**src/mpr_pkg.sv**
```systemverilog
/*
 * Shared constants and types for the motion pause and resume control.
 * Assumes a single 25 MHz clock and plain command strobes from the host side.
 */
package mpr_pkg;
    localparam int CLK_HZ = 25000000;
    localparam int POS_W = 32;
    localparam int VEL_W = 16;
    localparam int DECEL_STEP_DEF = 1;
    localparam logic [15:0] RAMP_TICK_DIV = 16'h0019;
    localparam logic [31:0] POS_RST = 32'h00000000;
    localparam logic [15:0] VEL_RST = 16'h0000;

    // Kind of the move in progress
    typedef enum logic [2:0] {
        MPR_MV_INC = 3'b000,
        MPR_MV_ABS = 3'b001,
        MPR_MV_CPOS = 3'b010,
        MPR_MV_CNEG = 3'b011,
        MPR_MV_LINK = 3'b100,
        MPR_MV_EHOME = 3'b101,
        MPR_MV_MHOME = 3'b110
    } mpr_kind_t;

    typedef enum logic [1:0] {
        MPR_ST_IDLE = 2'b00,
        MPR_ST_RUN = 2'b01,
        MPR_ST_DECEL = 2'b10,
        MPR_ST_HELD = 2'b11
    } mpr_state_t;
endpackage : mpr_pkg

```
**src/mpr_ctrl.sv**
```systemverilog
/*
 * Motion pause and resume control: takes hold requests, ramps the move
 * down, keeps the unfinished remainder and relaunches or drops it.
 * Assumes host strobes are one-cycle pulses on i_clk; pins are asynchronous.
 */
`timescale 1ns/1ns
module mpr_ctrl #(
    parameter int POS_W = mpr_pkg::POS_W,
    parameter int VEL_W = mpr_pkg::VEL_W,
    parameter logic [15:0] DECEL_STEP = 16'(mpr_pkg::DECEL_STEP_DEF)
) (
    input wire logic i_clk,
    input wire logic i_rst_n,
    input wire logic i_hold_cmd,
    input wire logic i_hold_pin,
    input wire logic i_hold_rio,
    input wire logic i_rio_hold_assigned,
    input wire logic i_resume_motion_cmd,
    input wire logic i_resume_pin,
    input wire logic i_hold_clear_cmd,
    input wire logic i_hold_clear_input,
    input wire logic i_start_pin,
    input wire logic i_seq_running,
    input wire logic i_move_cmd,
    input wire mpr_pkg::mpr_kind_t i_move_kind,
    input wire logic [POS_W-1:0] i_move_dist,
    input wire logic [VEL_W-1:0] i_move_vel,
    input wire logic i_step_done,
    input wire logic i_held_active_level,
    output logic o_motion_active,
    output logic [VEL_W-1:0] o_vel,
    output logic o_dir_neg,
    output mpr_pkg::mpr_kind_t o_kind,
    output logic [POS_W-1:0] o_remaining,
    output logic o_held_status_signal,
    output logic o_held_pin,
    output logic o_start_active_flag,
    output logic o_resumed
);
    // Velocity step is only 16 bits wide, so wider speeds cannot be served
    if (POS_W < 8 || VEL_W < 4 || VEL_W > 16) begin : g_width_check
        $error("mpr_ctrl: unsupported width");
    end

    typedef struct packed {
        mpr_pkg::mpr_state_t state;
        mpr_pkg::mpr_kind_t kind;
        logic [POS_W-1:0] remain;
        logic [VEL_W-1:0] vel_set;
        logic [VEL_W-1:0] vel;
        logic held;
        logic start_act;
        logic resumable;
        logic resumed;
        logic [15:0] tick;
        logic pins_d;
        logic hold_lvl_d;
        logic rio_d;
        logic start_d;
    } mpr_ctrl_t;

    mpr_ctrl_t st_ff;
    mpr_ctrl_t nxt_st;
    logic [4:0] pins_s;
    logic hold_pin_s, resume_pin_s, clear_pin_s, start_pin_s, rio_s;
    logic hold_req, resume_req, clear_req, start_edge, tick_en;

    mpr_sync #(
        .WIDTH(5)
    ) u_sync (
        .i_clk(i_clk),
        .i_rst_n(i_rst_n),
        .i_async({i_hold_pin, i_resume_pin, i_hold_clear_input, i_start_pin, i_hold_rio}),
        .o_sync(pins_s)
    );
    assign {hold_pin_s, resume_pin_s, clear_pin_s, start_pin_s, rio_s} = pins_s;

    // Resumable kinds only; linked and homing moves are not
    function automatic logic can_resume(input mpr_pkg::mpr_kind_t k);
        can_resume = (k == mpr_pkg::MPR_MV_INC) || (k == mpr_pkg::MPR_MV_ABS) ||
                     (k == mpr_pkg::MPR_MV_CPOS) || (k == mpr_pkg::MPR_MV_CNEG);
    endfunction : can_resume

    // Continuous moves have no end point, so their distance never counts down
    function automatic logic counts_dist(input mpr_pkg::mpr_kind_t k);
        counts_dist = (k != mpr_pkg::MPR_MV_CPOS) && (k != mpr_pkg::MPR_MV_CNEG);
    endfunction : counts_dist

    // Edge detection on synchronised hold, resume, fieldbus and start pins; clear pin is used as a level; pulses merge with host strobes
    assign hold_req = i_hold_cmd || (hold_pin_s && !st_ff.hold_lvl_d) ||
                      (i_rio_hold_assigned && rio_s && !st_ff.rio_d);
    assign resume_req = i_resume_motion_cmd || (resume_pin_s && !st_ff.pins_d);
    assign clear_req = i_hold_clear_cmd || clear_pin_s;
    assign start_edge = start_pin_s && !st_ff.start_d && i_seq_running;
    assign tick_en = (st_ff.tick == mpr_pkg::RAMP_TICK_DIV);

    // Next-state logic for the whole controller
    always_comb begin
        nxt_st = st_ff;
        nxt_st.resumed = 1'b0;
        nxt_st.pins_d = resume_pin_s;
        nxt_st.hold_lvl_d = hold_pin_s;
        nxt_st.rio_d = rio_s;
        nxt_st.start_d = start_pin_s;
        // A press that resumes a held move never raises the flag
        nxt_st.start_act = start_pin_s && (st_ff.start_act || (!st_ff.start_d &&
                           !(st_ff.state == mpr_pkg::MPR_ST_HELD && i_seq_running)));
        nxt_st.tick = tick_en ? 16'h0000 : st_ff.tick + 16'h0001;
        unique case (st_ff.state)
            mpr_pkg::MPR_ST_IDLE: begin
                // Hold while idle is ignored entirely
                if (i_move_cmd) begin
                    nxt_st.state = mpr_pkg::MPR_ST_RUN;
                    nxt_st.kind = i_move_kind;
                    nxt_st.remain = i_move_dist;
                    nxt_st.vel_set = i_move_vel;
                    nxt_st.vel = i_move_vel;
                end
            end
            mpr_pkg::MPR_ST_RUN: begin
                if (i_step_done && st_ff.remain != '0 && counts_dist(st_ff.kind)) begin
                    nxt_st.remain = st_ff.remain - POS_W'(1);
                end
                if (hold_req) begin
                    nxt_st.state = mpr_pkg::MPR_ST_DECEL;
                    nxt_st.resumable = can_resume(st_ff.kind);
                end else if (st_ff.remain == '0 && counts_dist(st_ff.kind)) begin
                    nxt_st.state = mpr_pkg::MPR_ST_IDLE;
                    nxt_st.vel = '0;
                end
            end
            mpr_pkg::MPR_ST_DECEL: begin
                // Remaining distance still counts down while ramping
                if (i_step_done && st_ff.remain != '0 && counts_dist(st_ff.kind)) begin
                    nxt_st.remain = st_ff.remain - POS_W'(1);
                end
                if (tick_en) begin
                    if (st_ff.vel <= DECEL_STEP[VEL_W-1:0]) begin
                        nxt_st.vel = '0;
                        nxt_st.state = st_ff.resumable ? mpr_pkg::MPR_ST_HELD
                                                       : mpr_pkg::MPR_ST_IDLE;
                        nxt_st.held = st_ff.resumable;
                    end else begin
                        nxt_st.vel = st_ff.vel - DECEL_STEP[VEL_W-1:0];
                    end
                end
            end
            mpr_pkg::MPR_ST_HELD: begin
                // Kind, remainder and set speed kept until a new move; a clear zeroes the remainder
                if (i_move_cmd) begin
                    nxt_st.state = mpr_pkg::MPR_ST_RUN;
                    nxt_st.held = 1'b0;
                    nxt_st.kind = i_move_kind;
                    nxt_st.remain = i_move_dist;
                    nxt_st.vel_set = i_move_vel;
                    nxt_st.vel = i_move_vel;
                end else if (clear_req) begin
                    nxt_st.state = mpr_pkg::MPR_ST_IDLE;
                    nxt_st.held = 1'b0;
                    nxt_st.remain = '0;
                end else if (resume_req || start_edge) begin
                    nxt_st.state = mpr_pkg::MPR_ST_RUN;
                    nxt_st.held = 1'b0;
                    nxt_st.vel = st_ff.vel_set;
                    nxt_st.resumed = 1'b1;
                end
            end
        endcase
    end

    always_ff @(posedge i_clk) begin
        if (!i_rst_n) begin
            st_ff <= '0;
        end else begin
            st_ff <= nxt_st;
        end
    end

    // Sequence flag only gates the start pin and is not passed out; hold never clears the start flag
    assign o_motion_active = (st_ff.state == mpr_pkg::MPR_ST_RUN) ||
                             (st_ff.state == mpr_pkg::MPR_ST_DECEL);
    assign o_vel = st_ff.vel;
    assign o_dir_neg = (st_ff.kind == mpr_pkg::MPR_MV_CNEG);
    assign o_kind = st_ff.kind;
    assign o_remaining = st_ff.remain;
    assign o_held_status_signal = st_ff.held;
    assign o_held_pin = st_ff.held ? i_held_active_level : !i_held_active_level;
    assign o_start_active_flag = st_ff.start_act;
    assign o_resumed = st_ff.resumed;
endmodule : mpr_ctrl

```
**src/mpr_sync.sv**
```systemverilog
/*
 * Two-stage synchroniser for the external hold, resume, clear and start pins and the fieldbus hold bit.
 * Assumes the pins are asynchronous to i_clk; output is a clean level.
 */
`timescale 1ns/1ns
module mpr_sync #(
    parameter int WIDTH = 1
) (
    input wire logic i_clk,
    input wire logic i_rst_n,
    input wire logic [WIDTH-1:0] i_async,
    output logic [WIDTH-1:0] o_sync
);
    typedef struct packed {
        logic [WIDTH-1:0] meta;
        logic [WIDTH-1:0] sync;
    } mpr_sync_t;

    mpr_sync_t st_ff;
    mpr_sync_t nxt_st;

    // First stage feeds only the second
    always_comb begin
        nxt_st.meta = i_async;
        nxt_st.sync = st_ff.meta;
    end

    always_ff @(posedge i_clk) begin
        if (!i_rst_n) begin
            st_ff <= '0;
        end else begin
            st_ff <= nxt_st;
        end
    end

    assign o_sync = st_ff.sync;
endmodule : mpr_sync
```
**config.mk**
```make
export PLATFORM = sky130hd
export DESIGN_NAME = mpr_ctrl
export DESIGN_NICKNAME = d
export VERILOG_FILES = /design/src/mpr_pkg.sv /design/src/mpr_ctrl.sv /design/src/mpr_sync.sv
export SDC_FILE = /design/constraint.sdc
export NUM_CORES = 1
export LEC_CHECK = 0
export ABC_CLOCK_PERIOD_IN_PS = 5600
export BUFFER_PORTS_ARGS = -buffer_cell sky130_fd_sc_hd__clkbuf_2
export CAP_MARGIN = 25
export CORE_UTILIZATION = 40
export CTS_CLUSTER_DIAMETER = 80
export DETAILED_ROUTE_END_ITERATION = 8
export GPL_TIMING_DRIVEN = 0
export SLEW_MARGIN = 20
export SYNTH_ARGS = -nofsm -noshare
export SYNTH_HDL_FRONTEND = slang
export SYNTH_SLANG_ARGS = --single-unit
export TNS_END_PERCENT = 100
```
**constraint.sdc**
```tcl
create_clock -name i_clk -period 5.6 [get_ports i_clk]
set_input_delay 0 -clock i_clk [delete_from_list [all_inputs] [get_ports i_clk]]
set_output_delay 0 -clock i_clk [all_outputs]
set_load 0.03 [all_outputs]
```
Yosys cells after proc, flatten, opt, wreduce, memory -nomap -nowiden
Cells that the tools add are included.
Widths: inputs -> output; s select.

storage, ports and cells
  word-level logic and storage cells = 118
  output and inout port bits = 57
  register bits = 103
  input port bits = 66

operators by class
  reduce and logical (&&, ||, !) cells = 44
  bitwise gates (word level) = 2
  mux-type cells = 31
  add/sub/neg operators = 3
  order comparisons = 1
  eq/ne operators = 21

operators by type and width
  operator               number
  $mux 32                3
  $pmux 32 s3            1
  $mux 16                5
  $mux 69                1
  $pmux 16 s4            1
  $mux 17                3
  $logic_not 32->1       1
  $pmux 16 s2            1
  $reduce_bool 32->1     1
  $sub 32x1->32 const B  1
  $add 16x1->16 const B  1
  $eq 16x5->1 const B    1
  $le 16x1->1 const B    1
  $mux 2                 8
  $sub 16x1->16 const B  1
  $logic_and 1x1->1      13
  $ne 2x2->1 const B     6
  $logic_or 1x1->1       10
  $ne 3x2->1 const B     3
  $ne 3x3->1 const B     3
  $pmux 2 s4             1
  $eq 3x2->1 const B     2
  $logic_not 1->1        6
  $pmux 3 s2             1
  19 further kinds       27

Depth between registers and ports, before layout
Gate-level depths: netlist of run 1.

  word-level depth = 8
  gate-level depth with buffers = 10
  depth with buffers taken out = 8

By module
Synthesis of run 1 repeated with hierarchy kept, for this count alone.

second synthesis, totals
  cell total of the unflattened synthesis = 734
  area, all modules = 5778.0 µm²

modules (own cells, without submodules)
  module    sequential area each (µm²)  instances  area an instance (µm²)  cells each
  mpr_ctrl  1861.8                      1          5515.3                  714
  mpr_sync  200.2                       1          262.8                   20

Worst setup path before layout of run 1
Ideal clock, no wire load.

  kind = reg-to-reg
  start point = reg st_ff (netlist bit o_remaining[0])
  end point = reg st_ff (netlist bit o_vel[14])
  clock period less this slack = 2.604 ns
  stages on the path, launching flop included = 11
  library setup time = 0.117 ns
  data required time = 5.483 ns
  arrival time = 2.487 ns
  buffers on the path = 2
  path slack = 2.996 ns
  cells stage by stage = dfxtp_1 inv_1 ha_1 or3b_2 clkbuf_1 nor4_4 a41oi_2 a2111oi_4 buf_6 o21ai_1 a32o_1

on the way
  longest elaborated chain between the ends = 4

RTL lines
  what                        RTL line         RTL
  start: declaration          mpr_ctrl.sv:62   mpr_ctrl_t st_ff;
  start signal: assignment    mpr_ctrl.sv:175  st_ff <= nxt_st;
  $logic_not 32->1            mpr_ctrl.sv:127  end else if (st_ff.remain == '0 && counts_dist(st_ff.kind)) begin
  $logic_and 1x1->1           mpr_ctrl.sv:127
  $ne 2x2->1 (no line)        -
  $reduce_and 6->1 (no line)  -

No other way between the ends.
A chain may end at the register's enable or synchronous reset.

Final worst setup path of run 1
  start point = reg st_ff (netlist bit o_remaining[0])
  end point = reg st_ff (netlist bit o_vel[6])

The elaborated chain is that of the path after synthesis.

==> results of run 1 <==
[stage by stage]
step | utilization | hold WS (ps) | setup slack, ps
2_1_floorplan | - | 127.3 | 2996
3_3_place_gp | 0.4730 | 213.4 | 2546
3_5_place_dp | 0.4730 | 217.3 | 2524
4_1_cts | 0.5235 | 1.838 | 2499
5_1_grt | 0.5235 | 11.93 | 2255
6_report | 0.5235 | 7.971 | 2467
[cell families after synthesis]
family          Yosys count
fa+ha+maj                10
simple gates            261
flops                   103
xor+xnor                 26
mux                       3
compound gates          210
buf+inv                 111
[registers in the layout, summed over array words and instances, names as in the netlist]
register	count
o_vel	16
o_resumed	1
o_kind	3
st_ff	39
u_sync.nxt_st	5
o_held_status_signal	1
o_remaining	32
o_start_active_flag	1
u_sync.o_sync	5
[worst paths after layout]
| check | from | end | slack [ps] | cells past startpoint |
|---|---|---|---|---|
| max reg2reg | o_remaining[0]$_SDFFE_PN0P_ | o_vel[6]$_SDFFE_PN0P_ | 2470 | 10 |
| min reg2reg | u_sync.o_sync[3]$_SDFF_PN0_ | st_ff[3]$_SDFF_PN0_ | 440 | 2 |
| min | i_seq_running | o_start_active_flag$_SDFF_PN0_ | 8 | 3 |
| max | o_remaining[0]$_SDFFE_PN0P_ | o_vel[6]$_SDFFE_PN0P_ | 2470 | 10 |
[layer usage]
layer	global-route usage	wire length [um]
met1	0.3080	8058
met2	0.4131	8529
met3	0.03324	796
met4	0.1111	447
met5	0	0
[cell usage after synthesis (all sizes together) (3+ instances only)]
cell	instances
dfxtp	103
nand2	95
o21ai	62
a21oi	61
buf	59
nor2	55
clkbuf	33
nor3	24
inv	19
and2	18
nor4	15
a32o	14
xnor2	14
a22oi	13
xor2	12
ha	10
or4	10
nand3	9
a221oi	8
nand4	8
or3	8
a31oi	5
o21a	5
o31ai	5
a211oi	4
and3	4
nor2b	4
a22o	3
a2bb2oi	3
a32oi	3
mux2	3
nand2b	3
o41ai	3
[area by class of cell]
type,count,area (um2),area share
Sequential cell,103,2062,0.2827
Inverter,19,71.32,0.009777
Clock inverter,7,57.56,0.007890
Timing Repair Buffer,164,1031,0.1413
Buffer,92,553.0,0.07581
Tap cell,180,225.2,0.03087
Multi-Input combinational cell,510,3069,0.4208
Clock buffer,9,225.2,0.03087
[worst max-delay path: stages, from the launching register on]
cell and delay [ps]:
sky130_fd_sc_hd__dfxtp_1 340, sky130_fd_sc_hd__inv_1 110, sky130_fd_sc_hd__ha_1 200, sky130_fd_sc_hd__or3b_2 440, sky130_fd_sc_hd__clkbuf_1 270, sky130_fd_sc_hd__nor4_4 450
sky130_fd_sc_hd__a41oi_2 260, sky130_fd_sc_hd__a2111oi_4 440, sky130_fd_sc_hd__buf_4 270, sky130_fd_sc_hd__o2111ai_1 140, sky130_fd_sc_hd__o21ai_0 120
[power by group through the flow]
stage	Clock, uW	Sequential, uW	Combinational, uW
2_1_floorplan	0	895	717
3_3_place_gp	0	921	944
3_5_place_dp	0	923	957
4_1_cts	623	907	984
5_1_grt	646	923	1080
6_report	609	910	988
==> implementation parameters, run 1 <==
Parameter                              Value

Outcome
  Status ... finished, final reports clean

Synthesis
  Cell types with the largest area share after synthesis ... sky130_fd_sc_hd__dfxtp_1 36%, sky130_fd_sc_hd__buf_4 6.8%, sky130_fd_sc_hd__nand2_1 6.2%, sky130_fd_sc_hd__a21oi_1 5.3%, sky130_fd_sc_hd__o21ai_0 5.0%
  Library cell occupying the most area in the post-synthesis netlist ... sky130_fd_sc_hd__dfxtp_1
  Area share of xor/xnor cells in the synthesized design ... 0.03957
  Summed instance area of the synthesized netlist ... 5756 um2
  #FFs+latches synth ... a little over 100
  Synthesized Nets ... 800
  Number of warnings printed during yosys synthesis ... 0
  Post-Synth Adder-Cell Area ... 0.02174
  Simple-gate share of the synthesized area ... 0.2230
  Number of distinct library cells after synthesis ... 64
  Dominant synthesized flop cell ... sky130_fd_sc_hd__dfxtp_1
  Number of enable flip-flop cells after synthesis ... 0
  Compound-cell area share of the yosys netlist ... 0.2430
  Multiplexer share of the synthesized area ... 0.005870
  Register area share after synthesis ... 0.3583
  Fraction of post-synthesis cell area in the top cell type by area ... 0.3583
  Main combinational cell family by area after synthesis ... compound AO/OA/AOI/OAI gates
  Average cell area after synthesis ... 7.950 um2
  Async set-reset flop share out of synthesis ... 0
  Cell count after synthesis ... around 720

Final layout
  Count of inserted antenna diode cells ... 0
  Final non-filler cell total ... around 1100
  Total of fill cells in the finished design ... between 1000 and 1500
  Total Nets Final ... roughly 980
  Leading cell types in the layout, fill and taps excluded ... 122 x sky130_fd_sc_hd__clkbuf_2, 103 x sky130_fd_sc_hd__dfxtp_1, 95 x sky130_fd_sc_hd__nand2_1
  Share of cells above drive strength 1 ... 0.2356
  Area delta synth->final ... 26.74%
  Total non-filler cell area in the finished layout ... approximately 7300 um2
  Most common library cell in the layout ignoring fill and taps ... sky130_fd_sc_hd__clkbuf_2

STA
  Final setup violating endpoints ... 0
  Final critical-path share of the clock period ... 0.5595
  Headroom to the max-slew limit ... 0.4423
  Max-slew violation count ... 0
  Setup TNS ... 0 ps
  Time the worst path needs with I/O delays and setup ... approximately 3100 ps
  Post-Route Skew ... 4.966 ps
  Unrepaired setup endpoints after global routing ... no
  FMAX ... between 300 and 400 MHz
  Worst Tran Pin Value ... approximately 830 ps
  Final count of hold timing violations ... 0

Power
  Sequential power share ... 0.363
  Internal power of the cells ... roughly 1500 uW
  Combinational fraction of design power ... 0.394
  Switching Fraction ... 0.4015
  Worst IR Drop VDD ... between 0.15 and 0.2 mV
  Power density relative to cell area ... about 340 nW/um2
  Power, Total ... 2508 uW
  Clk network pwr share ... 0.243
  Leakage power ... roughly 0.003 uW
  Net Sw Power ... between 1000 and 1500 uW

Drt
  DRC violation count after routing ... 0
  TritonRoute pass-1 iters ... 5
  Initial DRC Count ... around 390
  Routed via count divided by cell count ... approximately 5.4
  Number of routed nets with antenna violations ... 0
  Wire length reported by the detailed router ... between 15 and 20 mm
  Mean routed wirelength per cell ... around 16 um
  Vias ... between 5000 and 6000

Global routing
  Vias in the first global route ... about 5600
  Maximum number of pins on one net before global-route repair ... 19
  Total global-route track usage ... 0.2447
  Initial antenna violation count ... 0
  Total congestion overflow after global routing ... 0
  Wire length of the first global-routing pass ... about 28 mm

Clock tree
  CTS max path bufs ... 2
  Hold Buf Count CTS ... between 40 and 50
  H-tree depth ... 3
  Clk sinks ... ~100
  CTS tree ... done
  Count of buffers added by post-CTS timing repair for setup ... 0
  Clk pin slew, worst setup/hold paths ... roughly 70 ps
  Worst skew pair latency ... roughly 360 ps
  Clk root buf ... sky130_fd_sc_hd__clkbuf_16
  Post-CTS resize count ... 0
  Number of buffers created by CTS ... 9

Die
  I/O Pins ... about 120
  Chip Width ... around 120 um
  Die H ... 122.0 um
  Full die area ... 14870 um2
  Initial standard-cell utilization of the core ... 0.4130
  Core Region ... 13930 um2
  Placement row count ... between 40 and 50

Placed design
  Placed insts ... just over 1000
  Sum of net half-perimeters after detailed placement ... roughly 13 mm
  RePlAce Congestion ... between 0.9 and 1
  Placed standard-cell area ... ~6600 um2
  Number of buffer cells added on primary ports ... 122

Critical path
  Maximum fanout along the worst path ... 10
  Kind of start point of the critical path ... flip-flop
  Worst path arrival time ... roughly 3400 ps
  Type of the worst setup path ... flip-flop to flip-flop
  CP required ... just under 6000 ps
  Kind of end point of the critical path ... flip-flop

Hold path
  Worst min-delay path class ... input port to flip-flop

Job
  Total of max-cap violations ... 0
Note: power is estimated with default switching activity, not from simulation.
==> run 2, diff against run 1 <==
--- a/config.mk
+++ b/config.mk
@@ -5,7 +5,7 @@
 export SDC_FILE = /design/constraint.sdc
 export NUM_CORES = 1
 export LEC_CHECK = 0
-export ABC_CLOCK_PERIOD_IN_PS = 5600
+export ABC_CLOCK_PERIOD_IN_PS = 2700
 export BUFFER_PORTS_ARGS = -buffer_cell sky130_fd_sc_hd__clkbuf_2
 export CAP_MARGIN = 25
 export CORE_UTILIZATION = 40
==> constraint.sdc (replaced) <==
create_clock -name i_clk -period 2.7 [get_ports i_clk]
set_input_delay 0 -clock i_clk [delete_from_list [all_inputs] [get_ports i_clk]]
set_output_delay 0 -clock i_clk [all_outputs]
set_load 0.03 [all_outputs]
==> run 2 against run 1 <==
Effect of this change: die area did not move; wire length increased by 0.84%; total power is 110% higher; hold slack lost 0.79 ps; first-iteration DRC count increased by 2.8%; non-clock buffer count up 9; critical path type unchanged; largest cell class unchanged.
==> implementation parameters, run 2 (synthesis gave the netlist of run 1 again) <==
Parameter                              Value

Critical path
  Register-to-register setup slack ... 80 ps (-2390 ps)
  Delay contributed by the slowest stage of the critical path ... 450 ps (about the same)
  CP required ... 2970 ps (-2910 ps)
  Cell-by-cell listing of the critical path ... inv_2, ha_2, or3b_4, nor4_4, a41oi_2, buf_4, a2111oi_4, nor2_1, a311oi_1
  Worst flop-to-flop path startpoint ... o_remaining[0]$_SDFFE_PN0P_
  Type of the worst setup path ... flip-flop to flip-flop
  Worst path arrival time ... 2900 ps (-510 ps)
  Kind of end point of the critical path ... flip-flop
  End of the worst register-to-register path ... st_ff[91]$_SDFFE_PN0P_
  Setup crit end ... st_ff[91]$_SDFFE_PN0P_
  Worst reg2reg path depth ... 9 (-1)
  Max stage delay cell, worst path ... sky130_fd_sc_hd__or3b_4
  Maximum fanout along the worst path ... 8 (-2)
  Kind of start point of the critical path ... flip-flop
  Critical Path Stages ... 9 (-1)
  Number of buffer and inverter instances along the worst setup path ... 2 (-1)
  Worst Setup SP ... o_remaining[0]$_SDFFE_PN0P_
  Largest delay share family, worst path ... simple AND/OR/NAND/NOR gates

STA
  Worst Tran Pin Value ... 750.7 ps (-78.20 ps)
  Headroom to the max-slew limit ... 0.4962 (+0.05387)
  FMAX ... 381.4 MHz (+19%)
  Final setup violating endpoints ... 0 (unchanged)
  Setup slack of the critical path after layout ... 77.82 ps (-2389 ps)
  Time the worst path needs with I/O delays and setup ... 2622 ps (-511.2 ps)
  Final count of hold timing violations ... 0 (unchanged)
  Post-Route Skew ... 6.945 ps (+1.979 ps)
  Max-slew violation count ... 0 (unchanged)
  Final critical-path share of the clock period ... 0.9712 (+0.4117)
  Setup TNS ... 0 ps (unchanged)
  Unrepaired setup endpoints after global routing ... yes

Power
  Power density relative to cell area ... 716.8 nW/um2 (+110%)
  Worst IR Drop VDD ... 0.3783 mV (+110%)
  Leakage power ... 0.003126 uW (+2.7%)
  Combinational fraction of design power ... 0.408 (+0.014)
  Switching Fraction ... 0.3995 (-0.002039)
  Sequential power share ... 0.354 (-0.009)
  Internal power of the cells ... 3211 uW (+110%)
  Clk network pwr share ... 0.238 (-0.005)
  Net Sw Power ... 2136 uW (+110%)

Clock tree
  Clk sinks ... 103 (unchanged)
  Clk pin slew, worst setup/hold paths ... 80 ps (about the same)
  CTS tree ... done
  Number of buffers created by CTS ... 9 (unchanged)
  Clk root buf ... sky130_fd_sc_hd__clkbuf_16
  H-tree depth ... 3 (unchanged)
  CTS max path bufs ... 2 (unchanged)
  Worst skew pair latency ... 360 ps (about the same)

Die
  Full die area ... 14870 um2 (unchanged)
  Placement row count ... 43 (unchanged)
  Initial standard-cell utilization of the core ... 0.4130 (unchanged)
  I/O Pins ... 123 (unchanged)
  Chip Width ... 122.0 um (unchanged)
  Core Region ... 13930 um2 (unchanged)
  Die H ... 122.0 um (unchanged)

Drt
  Mean routed wirelength per cell ... 16.45 um (about the same)
  Number of routed nets with antenna violations ... 0 (unchanged)
  Vias ... 5968 (+1.1%)
  TritonRoute pass-1 iters ... 5 (unchanged)
  Initial DRC Count ... 399 (+2.8%)
  Routed via count divided by cell count ... 5.460 (+0.25%)
  Wire length reported by the detailed router ... 17.98 mm (+0.84%)
  DRC violation count after routing ... 0 (unchanged)

Global routing
  Vias in the first global route ... 5615 (+0.61%)
  Initial antenna violation count ... 0 (unchanged)
  Maximum number of pins on one net before global-route repair ... 19 (unchanged)
  Total congestion overflow after global routing ... 0 (unchanged)
  Total global-route track usage ... 0.2450 (+0.0003000)
  Wire length of the first global-routing pass ... 28.29 mm (about the same)

Placed design
  Number of buffer cells added on primary ports ... 122 (unchanged)
  Sum of net half-perimeters after detailed placement ... 13.02 mm (unchanged)
  Placed insts ... 1026 (unchanged)
  RePlAce Congestion ... 0.9298 (unchanged)
  Worst slack after detailed placement ... -376.4 ps (-2900 ps)
  Placed standard-cell area ... 6591 um2 (unchanged)

Final layout
  Area delta synth->final ... 29.61%
  Most common library cell in the layout ignoring fill and taps ... sky130_fd_sc_hd__clkbuf_2
  Total Nets Final ... 984 (+0.92%)
  Final non-filler cell total ... 1093 (+0.83%)
  Leading cell types in the layout, fill and taps excluded ... 126 x sky130_fd_sc_hd__clkbuf_2, 99 x sky130_fd_sc_hd__dfxtp_1, 95 x sky130_fd_sc_hd__nand2_1
  Share of cells above drive strength 1 ... 0.2694 (+0.03382)
  Largest register FFs ... 39 (unchanged)
  Total non-filler cell area in the finished layout ... 7460 um2 (+2.3%)
  Count of inserted antenna diode cells ... 0 (unchanged)
  Most flops, register ... st_ff

Job
  Total of max-cap violations ... 0 (unchanged)

Hold path
  Worst min-delay path class ... input port to flip-flop

Outcome
  Status ... finished, final reports clean
## run 2: changes by cell type in the layout (fill, tap and decap cells not counted), moves of 2 or more
| cell | delta |
|---|---|
| sky130_fd_sc_hd__clkbuf_1 | -8 |
| sky130_fd_sc_hd__buf_2 | -2 |
| sky130_fd_sc_hd__inv_2 | +2 |
| sky130_fd_sc_hd__nor3_1 | -2 |
| sky130_fd_sc_hd__buf_4 | +13 |
| sky130_fd_sc_hd__inv_1 | -2 |
| sky130_fd_sc_hd__or4_4 | +3 |
| sky130_fd_sc_hd__dfxtp_2 | +3 |
| sky130_fd_sc_hd__dfxtp_1 | -4 |
| sky130_fd_sc_hd__nor3_2 | +2 |
| sky130_fd_sc_hd__or4_1 | -3 |
| sky130_fd_sc_hd__clkbuf_2 | +4 |
## run 2: worst min path at each step
stage             startpoint  slack, ps  cells past startpoint                             end
2_1_floorplan     i_hold_rio        130                      1     u_sync.nxt_st[0]$_SDFF_PN0_
3_3_place_gp      i_hold_rio        210                      2     u_sync.nxt_st[0]$_SDFF_PN0_
3_5_place_dp    i_resume_pin        220                      2     u_sync.nxt_st[3]$_SDFF_PN0_
4_1_cts        i_seq_running          2                      3  o_start_active_flag$_SDFF_PN0_
5_1_grt        i_seq_running         10                      3  o_start_active_flag$_SDFF_PN0_
6_report       i_seq_running          7                      3  o_start_active_flag$_SDFF_PN0_
## run 2: timing repair
action                                  4_1_cts  5_1_grt
hold buffers                                 42        0
resized for setup                             9       22
setup buffers                                 3       10
endpoints found under the setup margin       50       48
endpoints found under the hold margin        50        0
pin swaps                                     5        8
## run 2: final cells by class
type / count / area, um2
multi-input cells: 510 / 3123
clock inverters: 7 / 57.56
fillers: 1345 / 6475
repair buffers: 177 / 1129
inverters: 19 / 71.32
plain buffers: 88 / 559.3
flip-flops and latches: 103 / 2069
clock buffers: 9 / 225.2
well taps: 180 / 225.2
## run 2: power by group through the flow
stage	clock (uW)	sequential, uW	combinational [uW]
floorplan	0	1860	1490
global placement	0	1910	1960
detailed placement	0	1920	1990
CTS	1290	1880	2080
global route	1340	1920	2370
finish	1270	1890	2180
## run 2: metrics by stage
step,power (uW),util,hold slack [ps]
after floorplan,3345,-,127.3
after global placement,3867,0.4730,213.4
after detailed placement,3901,0.4730,217.3
after CTS,5250,0.5266,1.838
after global routing,5626,0.5353,11.93
final,5347,0.5353,7.177
## run 2: tightest hold or removal path, cell delays in order
cell	delay, ps
sky130_fd_sc_hd__clkbuf_2	90
sky130_fd_sc_hd__a21oi_1	60
sky130_fd_sc_hd__o21a_1	160
## run 2: metal layers
| layer | wire, um | vias up | track usage |
|---|---|---|---|
| met5 | 0 | - | 0 |
| met4 | 491 | 0 | 0.1134 |
| met3 | 907 | 42 | 0.03324 |
| met2 | 8529 | 211 | 0.4131 |
| met1 | 8054 | 2808 | 0.3080 |
| li1 | - | 2907 | - |
==> run 3, diff against run 2 <==
--- a/config.mk
+++ b/config.mk
@@ -12,6 +12,7 @@
 export CTS_CLUSTER_DIAMETER = 80
 export DETAILED_ROUTE_END_ITERATION = 8
 export GPL_TIMING_DRIVEN = 0
+export PLACE_DENSITY = 0.75
 export SLEW_MARGIN = 20
 export SYNTH_ARGS = -nofsm -noshare
 export SYNTH_HDL_FRONTEND = slang
==> run 3 against run 2 <==
Effect of this change: worst setup slack got worse by 16 ps; count of clock-buffer cells in the layout up 1; cell area grew 0.42%; largest cell class unchanged; critical path depth is 1 lower; non-clock buffer count fell by 2; hold slack worse by 6.2 ps; clock power rose by 20%.
==> implementation parameters, run 3 (synthesis gave the netlist of run 1 again) <==
Parameter                              Value

Clock tree
  Number of buffers created by CTS ... 9 (unchanged)
  Clk sinks ... 103 (unchanged)
  CTS max path bufs ... 2 (unchanged)
  Clk root buf ... sky130_fd_sc_hd__clkbuf_16
  Clk pin slew, worst setup/hold paths ... 70 ps (about the same)
  H-tree depth ... 3 (unchanged)
  Worst skew pair latency ... 360 ps (about the same)
  CTS tree ... done

Critical path
  Type of the worst setup path ... flip-flop to flip-flop
  Max stage delay cell, worst path ... sky130_fd_sc_hd__or4_4
  End of the worst register-to-register path ... st_ff[91]$_SDFFE_PN0P_
  Critical Path Stages ... 8 (-1)
  Worst flop-to-flop path startpoint ... o_remaining[4]$_SDFFE_PN0P_
  Worst path arrival time ... 2910 ps (about the same)
  Worst reg2reg path depth ... 8 (-1)
  Number of buffer and inverter instances along the worst setup path ... 2 (unchanged)
  CP required ... 2970 ps (about the same)
  Kind of end point of the critical path ... flip-flop
  Register-to-register setup slack ... 60 ps (-20 ps)
  Worst Setup SP ... o_remaining[4]$_SDFFE_PN0P_
  Setup crit end ... st_ff[91]$_SDFFE_PN0P_
  Kind of start point of the critical path ... flip-flop
  Delay contributed by the slowest stage of the critical path ... 530 ps (+80 ps)
  Maximum fanout along the worst path ... 10 (+2)
  Cell-by-cell listing of the critical path ... or4_4, buf_6, nor4_4, a41oi_2, buf_4, a2111oi_4, nor2_1, a311oi_1
  Largest delay share family, worst path ... simple AND/OR/NAND/NOR gates

STA
  Worst Tran Pin Value ... 834.6 ps (+83.88 ps)
  Final critical-path share of the clock period ... 0.9769 (+0.005773)
  Final count of hold timing violations ... 0 (unchanged)
  Post-Route Skew ... 7.372 ps (+0.4271 ps)
  Headroom to the max-slew limit ... 0.4399 (-0.05630)
  Unrepaired setup endpoints after global routing ... no
  FMAX ... 379.1 MHz (-0.59%)
  Final hold slack ... 0.9277 ps (-6.249 ps)
  Final setup violating endpoints ... 0 (unchanged)
  Setup TNS ... 0 ps (unchanged)
  Time the worst path needs with I/O delays and setup ... 2638 ps (+15.59 ps)
  Max-slew violation count ... 0 (unchanged)

Drt
  Mean routed wirelength per cell ... 15.89 um (-3.4%)
  TritonRoute pass-1 iters ... 5 (unchanged)
  Vias ... 5955 (-0.22%)
  Number of routed nets with antenna violations ... 0 (unchanged)
  Wire length reported by the detailed router ... 17.34 mm (-3.6%)
  Routed via count divided by cell count ... 5.458 (about the same)
  Initial DRC Count ... 616 (+54%)
  DRC violation count after routing ... 0 (unchanged)

Final layout
  Most common library cell in the layout ignoring fill and taps ... sky130_fd_sc_hd__clkbuf_2
  Multi-input combinational cell area ... 3123 um2 (unchanged)
  Largest register FFs ... 39 (unchanged)
  Total of fill cells in the finished design ... 1320 (-1.9%)
  Area delta synth->final ... 30.15%
  Share of cells above drive strength 1 ... 0.2591 (-0.01039)
  Most flops, register ... st_ff
  Total non-filler cell area in the finished layout ... 7491 um2 (+0.42%)
  Leading cell types in the layout, fill and taps excluded ... 125 x sky130_fd_sc_hd__clkbuf_2, 101 x sky130_fd_sc_hd__dfxtp_1, 95 x sky130_fd_sc_hd__nand2_1
  Final non-filler cell total ... 1091 (-0.18%)
  Total Nets Final ... 982 (-0.20%)
  Sequential Area ... 2067 um2 (-0.12%)
  Count of inserted antenna diode cells ... 0 (unchanged)

Global routing
  Total congestion overflow after global routing ... 0 (unchanged)
  Initial antenna violation count ... 0 (unchanged)
  Met1 track demand over resource ... 0.3036 (-0.004387)
  Wire length of the first global-routing pass ... 26.92 mm (-4.8%)
  Total global-route track usage ... 0.2336 (-0.01136)
  Layer carrying the most global-route usage ... met2
  Met3 track demand over resource ... 0.04401 (+0.01077)
  Maximum number of pins on one net before global-route repair ... 17 (-2)
  Met2 Resource Use GR ... 0.3884 (-0.02472)
  Vias in the first global route ... 5187 (-7.6%)

Outcome
  Status ... finished, final reports clean

Die
  I/O Pins ... 123 (unchanged)
  Die H ... 122.0 um (unchanged)
  Full die area ... 14870 um2 (unchanged)
  Initial standard-cell utilization of the core ... 0.4130 (unchanged)
  Placement row count ... 43 (unchanged)
  Core Region ... 13930 um2 (unchanged)
  Chip Width ... 122.0 um (unchanged)

Power
  Sequential power share ... 0.342 (-0.012)
  Internal power of the cells ... 3466 uW (+7.9%)
  Worst IR Drop VDD ... 0.4716 mV (+25%)
  Leakage power ... 0.003141 uW (+0.50%)
  Switching Fraction ... 0.3761 (-0.02341)
  Power, Total ... 5554 uW (+3.9%)
  Combinational fraction of design power ... 0.384 (-0.024)
  Net Sw Power ... 2089 uW (-2.2%)
  Clk network pwr share ... 0.273 (+0.035)
  Power density relative to cell area ... 741.5 nW/um2 (+3.4%)

Placed design
  Sum of net half-perimeters after detailed placement ... 12.22 mm (-6.1%)
  Number of buffer cells added on primary ports ... 122 (unchanged)
  RePlAce Congestion ... 0.9109 (-2.0%)
  Placed standard-cell area ... 6591 um2 (unchanged)
  Placed insts ... 1026 (unchanged)

Hold path
  Worst min-delay path class ... input port to flip-flop

Job
  Total of max-cap violations ... 0 (unchanged)
-- run 3: cell count changes in the layout (fill, tap and decap cells not counted), moves of 2 or more --
| cell | previous run | this run |
|---|---|---|
| sky130_fd_sc_hd__clkinvlp_4 | 2 | 0 |
| sky130_fd_sc_hd__bufinv_16 | 0 | 3 |
| sky130_fd_sc_hd__dfxtp_1 | 99 | 101 |
| sky130_fd_sc_hd__buf_4 | 65 | 62 |
| sky130_fd_sc_hd__dfxtp_2 | 3 | 1 |
| sky130_fd_sc_hd__clkbuf_1 | 25 | 27 |
-- run 3: power groups by stage --
stage                     combinational [uW]  clock, uW  sequential [uW]
after floorplan                         1490          0             1860
after global placement                  1930          0             1920
after detailed placement                1950          0             1920
after CTS                               2040       1520             1890
after global routing                    2310       1590             1920
final                                   2140       1520             1900
-- run 3: repair_timing --
item                       4_1_cts  5_1_grt
hold buffers                    43        0
pin swaps                        5        6
buffers inserted                 3        7
setup endpoints to repair       50       49
gates resized for setup          3       23
hold endpoints to repair        53        0
-- run 3: layer usage --
metal  up-vias  part of all wire
met5         -                 0
met3        36             0.079
met4         0             0.020
met2       274              0.47
li1       2910                 -
met1      2735              0.43
-- run 3: worst register-to-register path: stages, from the launching register on --
cell                        delay, ps
sky130_fd_sc_hd__dfxtp_4          370
sky130_fd_sc_hd__or4_4            530
sky130_fd_sc_hd__buf_6            160
sky130_fd_sc_hd__nor4_4           390
sky130_fd_sc_hd__a41oi_2          220
sky130_fd_sc_hd__buf_4            190
sky130_fd_sc_hd__a2111oi_4        360
sky130_fd_sc_hd__nor2_1            70
sky130_fd_sc_hd__a311oi_1         260
-- run 3: per-stage QoR --
stage / setup slack [ps] / utilization
after floorplan: 95.69 / -
after global placement: -299.3 / 0.4730
after detailed placement: -396.4 / 0.4730
after CTS: 2.673 / 0.5301
after global routing: 6.301 / 0.5376
final: 62.24 / 0.5376
-- run 3: worst min-delay path by stage --
stage,endpoint,cells past startpoint,from
after floorplan,u_sync.nxt_st[0]$_SDFF_PN0_,1,i_hold_rio
after global routing,o_start_active_flag$_SDFF_PN0_,3,i_seq_running
final,o_start_active_flag$_SDFF_PN0_,3,i_seq_running
after detailed placement,u_sync.nxt_st[0]$_SDFF_PN0_,2,i_hold_rio
after CTS,o_remaining[11]$_SDFFE_PN0P_,5,i_move_dist[11]
after global placement,u_sync.nxt_st[0]$_SDFF_PN0_,2,i_hold_rio
-- run 3: layout make-up --
| type | count | area share |
|---|---|---|
| clock buffers | 10 | 0.03057 |
| plain buffers | 88 | 0.07349 |
| well taps | 180 | 0.03007 |
| flip-flops and latches | 103 | 0.2759 |
| multi-input cells | 510 | 0.4169 |
| clock inverters | 6 | 0.01453 |
| repair buffers | 175 | 0.1490 |
| inverters | 19 | 0.009521 |
